[src/common/lfm_pkg.sv]
// constants for the laser fault monitor
package lfm_pkg;
	// ****************************************
	// status byte layout
	// ****************************************
	localparam int FLAG_SWITCH_BIT = 7;
	localparam int FLAG_BIAS_BIT = 6;
	localparam int FLAG_SUPPLY_BIT = 5;
	localparam int FLAG_DIFFUSER_BIT = 4;
	localparam int FLAG_OVERCURRENT_BIT = 3;
	localparam logic [4:0] FLAGS_RESET = 5'h00;
	// arbitrary version value
	localparam logic [2:0] VERSION_CODE = 3'h5;
	// ****************************************
	// global reset command
	// ****************************************
	localparam logic [7:0] GLOBAL_RESET_CMD = 8'h01;
	// ****************************************
	// overcurrent limits, code 7 is off
	// ****************************************
	localparam logic [2:0] OVERCURRENT_LIMIT_SEL_OFF = 3'h7;
	localparam logic [8:0] OC_LIMIT_0 = 9'h0E9;
	localparam logic [8:0] OC_LIMIT_1 = 9'h0C8;
	localparam logic [8:0] OC_LIMIT_2 = 9'h0A7;
	localparam logic [8:0] OC_LIMIT_3 = 9'h085;
	localparam logic [8:0] OC_LIMIT_4 = 9'h06B;
	localparam logic [8:0] OC_LIMIT_5 = 9'h050;
	localparam logic [8:0] OC_LIMIT_6 = 9'h035;
	// ****************************************
	// photodiode margins
	// ****************************************
	localparam logic [1:0] SEL2_OFF = 2'h3;
	localparam logic [11:0] DIF_OFFSET_0 = 12'h080;
	localparam logic [11:0] DIF_OFFSET_1 = 12'h040;
	localparam logic [11:0] DIF_OFFSET_2 = 12'h020;
	localparam logic [11:0] BIAS_CHECK_MARGIN = 12'h040;
	localparam logic [11:0] SW_WINDOW_0 = 12'h040;
	localparam logic [11:0] SW_WINDOW_1 = 12'h080;
	localparam logic [11:0] SW_WINDOW_2 = 12'h100;
endpackage : lfm_pkg

[src/verilog/lfm_calib_check.sv]
// calibration-time fault detectors
module lfm_calib_check
	import lfm_pkg::*;
(
	// photodiode results
	input wire logic [9:0] bias_high_result,
	input wire logic [9:0] bias_low_result,
	input wire logic [9:0] switch_high_result,
	input wire logic [9:0] switch_low_result,
	input wire logic [9:0] background_value,
	input wire logic [9:0] photodiode_target,
	input wire logic [9:0] bias_check_result,
	input wire logic [9:0] switch_check_result,
	// calculation status
	input wire logic bias_calc_overflow,
	input wire logic switch_calc_overflow,
	input wire logic threshold_negative,
	input wire logic switch_code_negative,
	// selects
	input wire logic [1:0] diffuser_check_sel,
	input wire logic bias_check_disable,
	input wire logic [1:0] switch_check_window_sel,
	// results
	output logic bias_fault,
	output logic switch_fault,
	output logic diffuser_fault
);
	logic [11:0] bg;
	logic [11:0] target_sum;
	logic [11:0] sw_chk;
	logic [11:0] deviation;
	logic [11:0] dif_offset;
	logic [11:0] sw_window;
	logic bias_op_err;
	logic switch_op_err;

	assign bg = {2'h0, background_value};
	assign target_sum = {2'h0, photodiode_target} + bg;
	assign sw_chk = {2'h0, switch_check_result};
	assign deviation = (sw_chk >= target_sum) ? (sw_chk - target_sum) : (target_sum - sw_chk);

	always_comb begin
		case (diffuser_check_sel)
			2'h0: dif_offset = DIF_OFFSET_0;
			2'h1: dif_offset = DIF_OFFSET_1;
			default: dif_offset = DIF_OFFSET_2;
		endcase
	end

	always_comb begin
		case (switch_check_window_sel)
			2'h0: sw_window = SW_WINDOW_0;
			2'h1: sw_window = SW_WINDOW_1;
			default: sw_window = SW_WINDOW_2;
		endcase
	end

	// ****************************************
	// detectors
	// ****************************************
	assign bias_op_err = (bias_high_result <= bias_low_result) || bias_calc_overflow;
	assign switch_op_err = (switch_high_result <= switch_low_result) || switch_calc_overflow;

	always_comb begin
		bias_fault = bias_op_err;
		if (!bias_check_disable) begin
			bias_fault = bias_op_err || threshold_negative
				|| ({2'h0, bias_check_result} > bg + BIAS_CHECK_MARGIN);
		end
	end

	always_comb begin
		switch_fault = switch_op_err;
		if (switch_check_window_sel != SEL2_OFF) begin
			switch_fault = switch_op_err || (deviation > sw_window)
				|| switch_code_negative;
		end
	end

	assign diffuser_fault = (diffuser_check_sel != SEL2_OFF) && (sw_chk < bg + dif_offset);
endmodule : lfm_calib_check

[src/verilog/lfm_monitor.sv]
// emergency detection and laser drive control
// Operation
// - enabled fault cuts laser, pulls emergency, flags
// - five flags in status bits 7..3
// - flags sticky until dummy write or reset
// - all detectors selectable except supply monitor and high minus low checks
// - supply below low threshold raises fault
// - supply above high threshold releases cut-off
// - overcurrent when bias[7:2] plus switch exceeds limit
// - limit codes 233..53, code seven disables
// - clamp setting limits current, keeps emergency high
// - diffuser fault when check below background plus offset
// - bias check: negative threshold or high reading
// - bias check off: no fault, negative becomes zero
// - bias high minus low nonpositive or overflow
// - switch high minus low nonpositive or overflow
// - switch check outside window around target plus background
// - negative switch code faults while check enabled
// - calibration fault: cut, or fixed codes by setting
// - dummy status write clears sticky flags
// - global reset command clears unless blocked
module lfm_monitor
	import lfm_pkg::*;
(
	// clock and reset
	input wire logic clk,
	input wire logic resetn,
	// supply comparators
	input wire logic supply_low,
	input wire logic supply_high,
	// computed drive codes
	input wire logic [7:0] computed_bias_code,
	input wire logic [7:0] computed_switch_code,
	input wire logic threshold_negative,
	input wire logic switch_code_negative,
	input wire logic bias_calc_overflow,
	input wire logic switch_calc_overflow,
	// photodiode results
	input wire logic [9:0] bias_high_result,
	input wire logic [9:0] bias_low_result,
	input wire logic [9:0] switch_high_result,
	input wire logic [9:0] switch_low_result,
	input wire logic [9:0] background_value,
	input wire logic [9:0] photodiode_target,
	input wire logic [9:0] bias_check_result,
	input wire logic [9:0] switch_check_result,
	input wire logic check_strobe,
	// configuration
	input wire logic [2:0] overcurrent_limit_sel,
	input wire logic overcurrent_clamp_en,
	input wire logic [1:0] diffuser_check_sel,
	input wire logic bias_check_disable,
	input wire logic [1:0] switch_check_window_sel,
	input wire logic calib_fault_response,
	input wire logic [7:0] fixed_bias_code,
	input wire logic [7:0] fixed_switch_code,
	input wire logic global_reset_block,
	// software writes
	input wire logic status_dummy_wr,
	input wire logic global_reset_wr,
	input wire logic [7:0] global_reset_data,
	// outputs
	output logic laser_cutoff,
	output logic emergency_out_n,
	output logic [7:0] laser_bias_out,
	output logic [7:0] laser_switch_out,
	output logic [7:0] fault_status
);
	// ****************************************
	// state
	// ****************************************
	logic supply_cut_q;
	logic supply_cut_d;
	logic calib_fix_q;
	logic calib_fix_d;
	logic calib_cut_q;
	logic calib_cut_d;
	logic dif_cut_q;
	logic dif_cut_d;
	logic [4:0] flags_q;
	logic [4:0] flags_set;
	logic laser_cutoff_q;
	logic emergency_n_q;
	logic [7:0] bias_out_q;
	logic [7:0] switch_out_q;
	logic bias_fault;
	logic switch_fault;
	logic diffuser_fault;
	logic [8:0] oc_limit;
	logic [8:0] oc_sum;
	logic oc_now;
	logic clear_flags;
	logic global_clear;
	logic cut_d;
	logic [7:0] bias_eff;
	logic [7:0] clamp_switch;
	logic [7:0] clamp_bias;

	lfm_calib_check u_check (
		.bias_high_result(bias_high_result),
		.bias_low_result(bias_low_result),
		.switch_high_result(switch_high_result),
		.switch_low_result(switch_low_result),
		.background_value(background_value),
		.photodiode_target(photodiode_target),
		.bias_check_result(bias_check_result),
		.switch_check_result(switch_check_result),
		.bias_calc_overflow(bias_calc_overflow),
		.switch_calc_overflow(switch_calc_overflow),
		.threshold_negative(threshold_negative),
		.switch_code_negative(switch_code_negative),
		.diffuser_check_sel(diffuser_check_sel),
		.bias_check_disable(bias_check_disable),
		.switch_check_window_sel(switch_check_window_sel),
		.bias_fault(bias_fault),
		.switch_fault(switch_fault),
		.diffuser_fault(diffuser_fault)
	);

	// ****************************************
	// overcurrent detector
	// ****************************************
	always_comb begin
		case (overcurrent_limit_sel)
			3'h0: oc_limit = OC_LIMIT_0;
			3'h1: oc_limit = OC_LIMIT_1;
			3'h2: oc_limit = OC_LIMIT_2;
			3'h3: oc_limit = OC_LIMIT_3;
			3'h4: oc_limit = OC_LIMIT_4;
			3'h5: oc_limit = OC_LIMIT_5;
			default: oc_limit = OC_LIMIT_6;
		endcase
	end

	assign oc_sum = {3'h0, computed_bias_code[7:2]} + {1'h0, computed_switch_code};
	assign oc_now = (overcurrent_limit_sel != OVERCURRENT_LIMIT_SEL_OFF) && (oc_sum > oc_limit);

	// ****************************************
	// fault state
	// ****************************************
	always_comb begin
		supply_cut_d = supply_cut_q;
		if (supply_low) begin
			supply_cut_d = 1'b1;
		end else if (supply_high) begin
			supply_cut_d = 1'b0;
		end
	end

	always_comb begin
		calib_fix_d = calib_fix_q;
		calib_cut_d = calib_cut_q;
		dif_cut_d = dif_cut_q;
		if (global_clear) begin
			calib_fix_d = 1'b0;
			calib_cut_d = 1'b0;
			dif_cut_d = 1'b0;
		end
		if (check_strobe) begin
			calib_fix_d = (bias_fault || switch_fault) && calib_fault_response;
			calib_cut_d = (bias_fault || switch_fault) && !calib_fault_response;
			dif_cut_d = diffuser_fault;
		end
	end

	always_ff @(posedge clk or negedge resetn) begin
		if (!resetn) begin
			supply_cut_q <= 1'b0;
			calib_fix_q <= 1'b0;
			calib_cut_q <= 1'b0;
			dif_cut_q <= 1'b0;
		end else begin
			supply_cut_q <= supply_cut_d;
			calib_fix_q <= calib_fix_d;
			calib_cut_q <= calib_cut_d;
			dif_cut_q <= dif_cut_d;
		end
	end

	// ****************************************
	// sticky flags
	// ****************************************
	assign global_clear = global_reset_wr && (global_reset_data == GLOBAL_RESET_CMD)
		&& !global_reset_block;
	assign clear_flags = status_dummy_wr || global_clear;
	assign flags_set = {check_strobe && switch_fault, check_strobe && bias_fault,
		supply_low, check_strobe && diffuser_fault, oc_now};

	always_ff @(posedge clk or negedge resetn) begin
		if (!resetn) begin
			flags_q <= FLAGS_RESET;
		end else if (clear_flags) begin
			flags_q <= flags_set;
		end else begin
			flags_q <= flags_q | flags_set;
		end
	end

	// ****************************************
	// drive and emergency outputs
	// ****************************************
	assign cut_d = supply_cut_d || (oc_now && !overcurrent_clamp_en)
		|| calib_cut_d || dif_cut_d;
	assign bias_eff = (threshold_negative && bias_check_disable) ? 8'h00 : computed_bias_code;
	assign clamp_switch = (oc_limit > {3'h0, bias_eff[7:2]})
		? 8'((oc_limit - {3'h0, bias_eff[7:2]}) > 9'h0FF ? 9'h0FF : (oc_limit - {3'h0, bias_eff[7:2]}))
		: 8'h00;
	assign clamp_bias = ({3'h0, bias_eff[7:2]} > oc_limit)
		? {oc_limit[5:0], 2'h3} : bias_eff;

	always_ff @(posedge clk or negedge resetn) begin
		if (!resetn) begin
			laser_cutoff_q <= 1'b0;
			emergency_n_q <= 1'b1;
		end else begin
			laser_cutoff_q <= cut_d;
			emergency_n_q <= !cut_d;
		end
	end

	always_ff @(posedge clk or negedge resetn) begin
		if (!resetn) begin
			bias_out_q <= 8'h00;
			switch_out_q <= 8'h00;
		end else if (calib_fix_d) begin
			bias_out_q <= fixed_bias_code;
			switch_out_q <= fixed_switch_code;
		end else if (oc_now && overcurrent_clamp_en) begin
			bias_out_q <= clamp_bias;
			switch_out_q <= clamp_switch;
		end else begin
			bias_out_q <= bias_eff;
			switch_out_q <= computed_switch_code;
		end
	end

	assign laser_cutoff = laser_cutoff_q;
	assign emergency_out_n = emergency_n_q;
	assign laser_bias_out = bias_out_q;
	assign laser_switch_out = switch_out_q;
	assign fault_status = {flags_q, VERSION_CODE};

	// ****************************************
	// assertions
	// ****************************************
	supply_cut_a: assert property (@(posedge clk) disable iff (!resetn)
		supply_low |=> laser_cutoff && !emergency_out_n)
		else $error("supply fault did not cut laser");
	supply_flag_a: assert property (@(posedge clk) disable iff (!resetn)
		supply_low |=> fault_status[FLAG_SUPPLY_BIT])
		else $error("supply flag not set");
	supply_release_a: assert property (@(posedge clk) disable iff (!resetn)
		supply_high && !supply_low && !oc_now && !calib_cut_d && !dif_cut_d
		|=> !laser_cutoff && emergency_out_n)
		else $error("cut-off not released on supply recovery");
	flag_sticky_a: assert property (@(posedge clk) disable iff (!resetn)
		fault_status[FLAG_SUPPLY_BIT] && !status_dummy_wr && !global_reset_wr
		|=> fault_status[FLAG_SUPPLY_BIT])
		else $error("sticky flag lost");
	flag_clear_a: assert property (@(posedge clk) disable iff (!resetn)
		status_dummy_wr && !supply_low && !oc_now && !check_strobe
		|=> fault_status[7:3] == 5'h00)
		else $error("dummy write did not clear flags");
	global_clear_a: assert property (@(posedge clk) disable iff (!resetn)
		global_reset_wr && global_reset_data == 8'h01 && global_reset_block
		&& fault_status[FLAG_OVERCURRENT_BIT] && !status_dummy_wr
		|=> fault_status[FLAG_OVERCURRENT_BIT])
		else $error("blocked global reset cleared flags");
	oc_cut_a: assert property (@(posedge clk) disable iff (!resetn)
		oc_now && !overcurrent_clamp_en
		|=> laser_cutoff && !emergency_out_n && fault_status[FLAG_OVERCURRENT_BIT])
		else $error("overcurrent did not cut laser");
	oc_limit_a: assert property (@(posedge clk) disable iff (!resetn)
		oc_now && overcurrent_clamp_en && !calib_fix_d
		|=> ({1'b0, laser_switch_out} + {3'h0, laser_bias_out[7:2]} <= $past(oc_limit))
		&& fault_status[FLAG_OVERCURRENT_BIT])
		else $error("clamp did not hold current at limit");
	oc_off_a: assert property (@(posedge clk) disable iff (!resetn)
		overcurrent_limit_sel == OVERCURRENT_LIMIT_SEL_OFF && status_dummy_wr
		|=> !fault_status[FLAG_OVERCURRENT_BIT])
		else $error("overcurrent flagged while disabled");
	calib_fix_a: assert property (@(posedge clk) disable iff (!resetn)
		check_strobe && (bias_fault || switch_fault) && calib_fault_response
		|=> laser_bias_out == $past(fixed_bias_code)
		&& laser_switch_out == $past(fixed_switch_code))
		else $error("fixed codes not driven on calibration fault");
	calib_cut_a: assert property (@(posedge clk) disable iff (!resetn)
		check_strobe && bias_fault && !calib_fault_response
		|=> !emergency_out_n && fault_status[FLAG_BIAS_BIT])
		else $error("calibration fault did not pull emergency");
endmodule : lfm_monitor

[config.mk]
export PLATFORM = sky130hd
export DESIGN_NAME = lfm_monitor
export DESIGN_NICKNAME = d
export VERILOG_FILES = /design/src/common/lfm_pkg.sv /design/src/verilog/lfm_calib_check.sv /design/src/verilog/lfm_monitor.sv
export SDC_FILE = /design/constraint.sdc
export NUM_CORES = 1
export LEC_CHECK = 0
export ABC_AREA = 1
export BUFFER_PORTS_ARGS = -buffer_cell sky130_fd_sc_hd__buf_2
export CAP_MARGIN = 20
export CELL_PAD_IN_SITES_DETAIL_PLACEMENT = 0
export CELL_PAD_IN_SITES_GLOBAL_PLACEMENT = 1
export CORE_ASPECT_RATIO = 1.4
export CORE_MARGIN = 4
export CORE_UTILIZATION = 39
export CTS_CLUSTER_SIZE = 20
export DETAILED_ROUTE_END_ITERATION = 6
export PLACE_DENSITY_LB_ADDON = 0.1
export REMOVE_ABC_BUFFERS = 1
export SYNTH_ARGS = -nofsm -noshare
export SYNTH_HDL_FRONTEND = slang
export SYNTH_SLANG_ARGS = --single-unit
[constraint.sdc]
create_clock -name clk -period 3.1 [get_ports clk]
set_input_delay 0.62 -clock clk [delete_from_list [all_inputs] [get_ports clk]]
set_output_delay 0.62 -clock clk [all_outputs]
set_load 0.005 [all_outputs]
==> Word-level counts from Yosys, hierarchy flattened <==
Cells that the tools add are included.
{ "op_classes": {"addsub": 7, "order_cmp": 10, "eq_ne": 11, "muxes": 23, "bitwise": 1, "n_reduce_logical": 30} }
{ "ops": {"columns": ["cell", "count"], "rows": [
  ["$mux W8", 8],
  ["$pmux W8 S6", 1],
  ["$le A10 B10 Y1", 2],
  ["$pmux W9 S2", 1],
  ["$pmux W8 S2", 1],
  ["$ge A10 B12 Y1", 1],
  ["$gt A10 B12 Y1", 1],
  ["$gt A12 B9 Y1", 1],
  ["$logic_and A1 B1 Y1", 12],
  ["$lt A10 B12 Y1", 1],
  ["$mux W12", 1],
  ["$sub A10 B12 Y12", 1],
  ["$sub A12 B10 Y12", 1],
  ["$add A10 B10 Y11", 1],
  ["$add A10 B7 Y11 const B", 1],
  ["$add A10 B8 Y11", 1],
  ["$logic_or A1 B1 Y1", 11],
  ["$mux W1", 10],
  ["$add A6 B8 Y9", 1],
  ["$gt A6 B9 Y1", 1],
  ["$gt A9 B6 Y1", 1],
  ["$gt A9 B8 Y1 const B", 1],
  ["$gt A9 B9 Y1", 1],
  ["$sub A8 B6 Y9", 1],
  ["12 further kinds", 20]
]} }
{ "word_totals": {"reg_bits": 27, "inputBits": 142, "out_inout_bits": 26, "word_cells": 91} }

==> Logic depth before layout (Yosys ltp) <==
{ "logic_depth": {"word_depth": 13, "mapped_depth": 37, "mapped_depth_nobuf": 36} }

==> By module <==
From an unflattened synthesis, not the netlist that was laid out.
{ "hier_totals": {"cells_unflattened": 851, "area_unflattened_um2": 5395.2} }
{ "modules_own_cells": {"columns": ["mod", "n_inst", "cells_per_inst", "area_each_um2", "seq_area_each_um2"], "rows": [
  ["lfm_calib_check", 1, 517, 2999.1, 0.0],
  ["lfm_monitor", 1, 334, 2396.0, 676.9]
]} }

==> Worst setup path after synthesis <==
Ideal clock, no wire load.
{ "synth_timing": {"path_kind": "input to register", "from": "in background_value[2]", "to": "reg bias_out_q[0], in the netlist laser_bias_out[0]", "setup_ns": 0.117, "arrival_time_ns": 4.541, "required_time_ns": 2.983, "setup_slack_ns": -1.559, "path_stages": 36, "n_path_buf": 1, "cell_sequence": "ha_1 > a21oi_1 > nand2_1 > a21oi_1 > o21bai_1 > a21oi_1 > o21bai_1 > nand2_1 > nand2_1 > a21oi_1 > xor2_1 > inv_1 > ha_1 > inv_1 > o21bai_1 > inv_1 > nand2_4 > nand2_4 > o21ai_0 > xor2_1 > inv_1 > ha_1 > inv_1 > nor2_1 > nand2_1 > nor2_2 > nand3_1 > nand2_1 > nand2_2 > nand2_2 > nand3_4 > nand2_8 > nand2_4 > buf_6 > nand2_2 > nand2_1"} }
{ "synth_via": {"elab_chain_len": 11, "elab_cells_between_ends": 17, "cone_classes": "add/sub: 4; order compare: 3; mux: 5; reduce/logical: 5"} }
{ "synth_rtl": {"columns": ["element", "line", "text"], "rows": [
  ["from (decl)", "lfm_monitor.sv:43", "input wire logic [9:0] background_value,"],
  ["$add A10 B10 Y11", "lfm_calib_check.sv:38", "assign target_sum = {2'h0, photodiode_target} + bg;"],
  ["$sub A12 B10 Y12, or another cell as far along", "lfm_calib_check.sv:40", "assign deviation = (sw_chk >= target_sum) ? (sw_chk - target_sum) : (target_sum - sw_chk);"],
  ["$mux W12", "lfm_calib_check.sv:40", null],
  ["$gt A12 B9 Y1", "lfm_calib_check.sv:75", "switch_fault = switch_op_err || (deviation > sw_window)"],
  ["$logic_or A1 B1 Y1", "lfm_calib_check.sv:75", null],
  ["$logic_or A1 B1 Y1", "lfm_calib_check.sv:76", "|| switch_code_negative;"],
  ["$mux W1", "lfm_calib_check.sv:74", "if (switch_check_window_sel != SEL2_OFF) begin"],
  ["$logic_or A1 B1 Y1 *", "lfm_monitor.sv:160", "calib_fix_d = (bias_fault || switch_fault) && calib_fault_response;"],
  ["$logic_and A1 B1 Y1 *", "lfm_monitor.sv:160", null],
  ["$mux W1 *", "lfm_monitor.sv:159", "if (check_strobe) begin"],
  ["net calib_fix_d", "lfm_monitor.sv:75", "logic calib_fix_d;"],
  ["$mux W8 *", "lfm_monitor.sv:225", "end else if (calib_fix_d) begin"],
  ["to (signal assigned)", "lfm_monitor.sv:226", "bias_out_q <= fixed_bias_code;"],
  ["to (signal assigned)", "lfm_monitor.sv:229", "bias_out_q <= clamp_bias;"],
  ["to (signal assigned)", "lfm_monitor.sv:232", "bias_out_q <= bias_eff;"],
  ["to (decl)", "lfm_monitor.sv:84", "logic [7:0] bias_out_q;"]
]} }
The timed path passes the listed nets; every way through them passes the cells marked *.

==> Final worst setup path <==
{ "layout_timing": {"from": "in background_value[2]", "to": "reg bias_out_q[4], in the netlist laser_bias_out[4]"} }
{ "layout_via": {"elab_chain_len": 11, "elab_cells_between_ends": 17, "cone_classes": "add/sub: 4; order compare: 3; mux: 5; reduce/logical: 5"} }
{ "layout_rtl": {"columns": ["element", "line"], "rows": [
  ["$add A10 B10 Y11", "lfm_calib_check.sv:38"],
  ["$sub A12 B10 Y12, or another cell as far along", "lfm_calib_check.sv:40"],
  ["$mux W12", "lfm_calib_check.sv:40"],
  ["$gt A12 B9 Y1", "lfm_calib_check.sv:75"],
  ["$logic_or A1 B1 Y1", "lfm_calib_check.sv:75"],
  ["$logic_or A1 B1 Y1", "lfm_calib_check.sv:76"],
  ["$mux W1", "lfm_calib_check.sv:74"],
  ["$logic_or A1 B1 Y1 *", "lfm_monitor.sv:160"],
  ["$logic_and A1 B1 Y1 *", "lfm_monitor.sv:160"],
  ["$mux W1 *", "lfm_monitor.sv:159"],
  ["$mux W8 *", "lfm_monitor.sv:225"]
]} }
Mark *: on every way between the ends. The rest lies on a longest branch, timed or not.

==> impl_metrics.csv <==
group,metric,value,unit
run_status,violations,"negative setup slack",
power,comb_power_share,72.3,%
floorplan,ios,168,
global_routing,grt_pass1_wl,26200,um
place,port_buffers,164,
detailed_routing,drc,0,
power,total_power,2.60,mW
final_layout,final_common_cell,"buf_2",
final_layout,nets,1308,
hold_path,hp-class,"input port to asynchronous set/reset pin",
clock_tree,cts_max_level,1,
detailed_routing,vias,5947,
timing,fin_worst_skew,4.20,ps
floorplan,die_w,103,um
global_routing,grt-ovfl-total,0,
floorplan,rows,48,
worst_setup_path,worstSetupPathDepth,37,
logic_synthesis,synth_edf_count,0,
worst_setup_path,crit_family,"simple AND/OR/NAND/NOR gates",
worst_setup_path,end_kind,"register",
timing,period_needed,4490,ps
floorplan,die_y,141,um
timing,fmax,0.223,GHz
timing,drv_slew,0,
detailed_routing,wl_per_cell,13.9,um
logic_synthesis,synth_warnings,0,
timing,rsz0062_at_grt,"true",
clock_tree,postCtsHoldBufs,0,
timing,final-setup-viol-count,21,
timing,holdWs,357,ps
power,switchingPower,1.10,mW
power,sw_frac_of_total,42.4,%
logic_synthesis,syn_area_per_cell,6.68,um2
floorplan,start_util,40.1,%
timing,fin_setup_tns,-28230,ps
logic_synthesis,ys.flop_type,"dfrtp_1",
worst_setup_path,cpMostUsedCell,"nand2_1",
detailed_routing,via_per_inst,4.90,
worst_setup_path,reg2reg_depth,4,
logic_synthesis,synth_cells,742,
timing,finalHoldViolCount,0,
worst_setup_path,path_class,"input port to register",
power,power.leakage,4.35,nW
global_routing,grt_max_degree,28,
floorplan,die-area,14600,um2
clock_tree,cts_tree,"done",
final_layout,drive_gt1_share,38.1,%
place,dp_hpwl,14700,um
clock_tree,clk-insertion-delay-late,260,ps
worst_setup_path,critPathMaxFanout,8,
worst_setup_path,cp.arrival,4640,ps
timing,slew_headroom,58.9,%
power,irDropWorstVdd,217,uV
run,cap_violations,0,
worst_setup_path,cp.buffers_inverters,6,
global_routing,grt_pass1_vias,5969,
clock_tree,cts_buffers,3,
power,p_per_area,347,nW/um2
power,seq_power_share,16.1,%
detailed_routing,first_pass_iters,4,
power,pwr-share-clk,11.6,%
logic_synthesis,netlist_area,4960,um2
worst_setup_path,slowest_stage,"ha_4",
timing,finalCritPeriodShare,145,%
worst_setup_path,cp-start-kind,"input port",
detailed_routing,drtIter0Drc,154,
clock_tree,clock_tree.buffer_depth,2,
detailed_routing,wirelength,16800,um
final_layout,area_growth_syn_to_layout,51.0,%
worst_setup_path,slowest_delay,300,ps
timing,worst_slew_pin_slew,616,ps
run_status,outcome,"finished, violations left",
clock_tree,cts_sinks,27,
logic_synthesis,synth_cell_types,45,
final_layout,layout_common_cells,"buf_2 (160), buf_4 (159), nand2_1 (155)",
global_routing,antenna_found_initial,1,
place,pre_cts_ws,-1940,ps
power,power.internal,1.50,mW
floorplan,core,12400,um2
clock_tree,clk_pin_slew,70,ps
detailed_routing,ant_nets,0,
place,gp_congestion,0.899,
global_routing,grtUsageTotal,22.3,%
timing,setup_ws,-1390,ps
clock_tree,cts_root_buf,"clkbuf_16",
logic_synthesis,synth_seq_cells,27,
logic_synthesis,async_flop_share,100,%
worst_setup_path,crit_required,3250,ps
logic_synthesis,ys_seq_area_share,13.6,%
[synthesized netlist by cell type, types with 2 or more instances]
cell	n	area [um2]
nand3_2	3	30.0
nor3_2	2	20.0
a21oi_1	60	300
nand3b_1	4	30.0
o21ai_0	25	125
nor3_1	6	30.0
a31o_2	3	26.3
ha_1	96	1200
fa_1	6	120
conb_1	2	7.51
nand4_1	10	62.6
a21o_1	2	15.0
dfrtp_1	26	651
nor4_1	2	12.5
o21bai_1	7	52.6
o2111ai_1	2	17.5
nand3_1	63	315
o21ai_1	5	25.0
xor2_1	17	149
o21a_1	3	22.5
clkbuf_1	7	26.3
inv_2	2	7.51
buf_6	2	22.5
nand2_2	16	100
nand2_1	163	612
a211oi_1	2	15.0
xnor2_1	9	78.8
nor2_2	2	12.5
nor2_1	49	184
inv_1	126	473
buf_4	3	22.5
nor2_4	2	22.5
nand2_4	3	33.8
[worst paths after layout]
path | start | end | slack (ps)
worst max-delay path | background_value[2] | laser_bias_out[4] | -1390
worst min-delay path | resetn | flags_q[2] | 360
worst max register to register | calib_fix_q | laser_bias_out[4] | 1750
worst min register to register | supply_cut_q | supply_cut_q | 500
max in group asynchronous | resetn | calib_fix_q | 2340
min in group clk | supply_cut_q | supply_cut_q | 500
[stage by stage]
| stage | cells | util [%] | cell area [um2] |
|---|---|---|---|
| global placement | 1192 | 56.7 | 7020 |
| CTS | 1209 | 59.6 | 7370 |
| global route | 1214 | 60.5 | 7490 |
| finish | 1214 | 60.5 | 7490 |
| detailed placement | 1192 | 56.7 | 7020 |
| floorplan | 730 | - | 4890 |
[sequential cells by signal, summed over array words and instances (netlist names)]
register          flops
laser_cutoff          1
dif_cut_q             1
laser_switch_out      8
flags_q               5
emergency_out_n       1
calib_fix_q           1
laser_bias_out        8
calib_cut_q           1
supply_cut_q          1
[cells by family after synthesis]
kind of cell,synth area share (%)
and+or+nand+nor,30.7
muxes,0.202
other,0.151
AOI/OAI and AO/OA,12.9
buffers and inverters,11.2
xor gates and xnor gates,4.59
adders and majority gates,26.6
DFF,13.6
[metal layers]
metal | up-vias | wire length [um] | track usage (%)
li1 | 3063 | - | -
met1 | 2735 | 5980 | 22.4
met2 | 122 | 9690 | 45.8
met3 | 27 | 665 | 2.46
met4 | 0 | 484 | 6.07
met5 | - | 0 | 0
[worst reg2reg max path, cell delays in order, from the launching register on]
cell     delay [ps]
dfrtp_1         340
nand3_2         480
nand2_8         340
nand2_2          70
nand2_1          60
[layout make-up]
class / instances / area, um2
Multi-Input combinational cell: 577 / 3930
Fill cell: 1180 / 4880
Inverter: 128 / 480
Clock inverter: 1 / 5.00
Timing Repair Buffer: 327 / 2130
Sequential cell: 27 / 677
Clock buffer: 3 / 75.1
Tap cell: 150 / 188
Antenna cell: 1 / 2.50
[power by group through the flow]
stage          logic [mW]  registers (mW)  clock network (mW)
2_1_floorplan       0.934           0.425                   0
3_3_place_gp         1.71           0.425                   0
3_5_place_dp         1.75           0.425                   0
4_1_cts              1.83           0.418               0.300
5_1_grt              2.11           0.422               0.323
6_report             1.88           0.418               0.301
[timing repair]
| item | 4_1_cts | 5_1_grt |
|---|---|---|
| endpoints found under the setup margin | 21 | 22 |
| cloned | 2 | 1 |
| pin swaps | 11 | 9 |
| buffers inserted | 11 | 4 |
| resized for setup | 24 | 20 |
(Power assumes the default switching activity.)
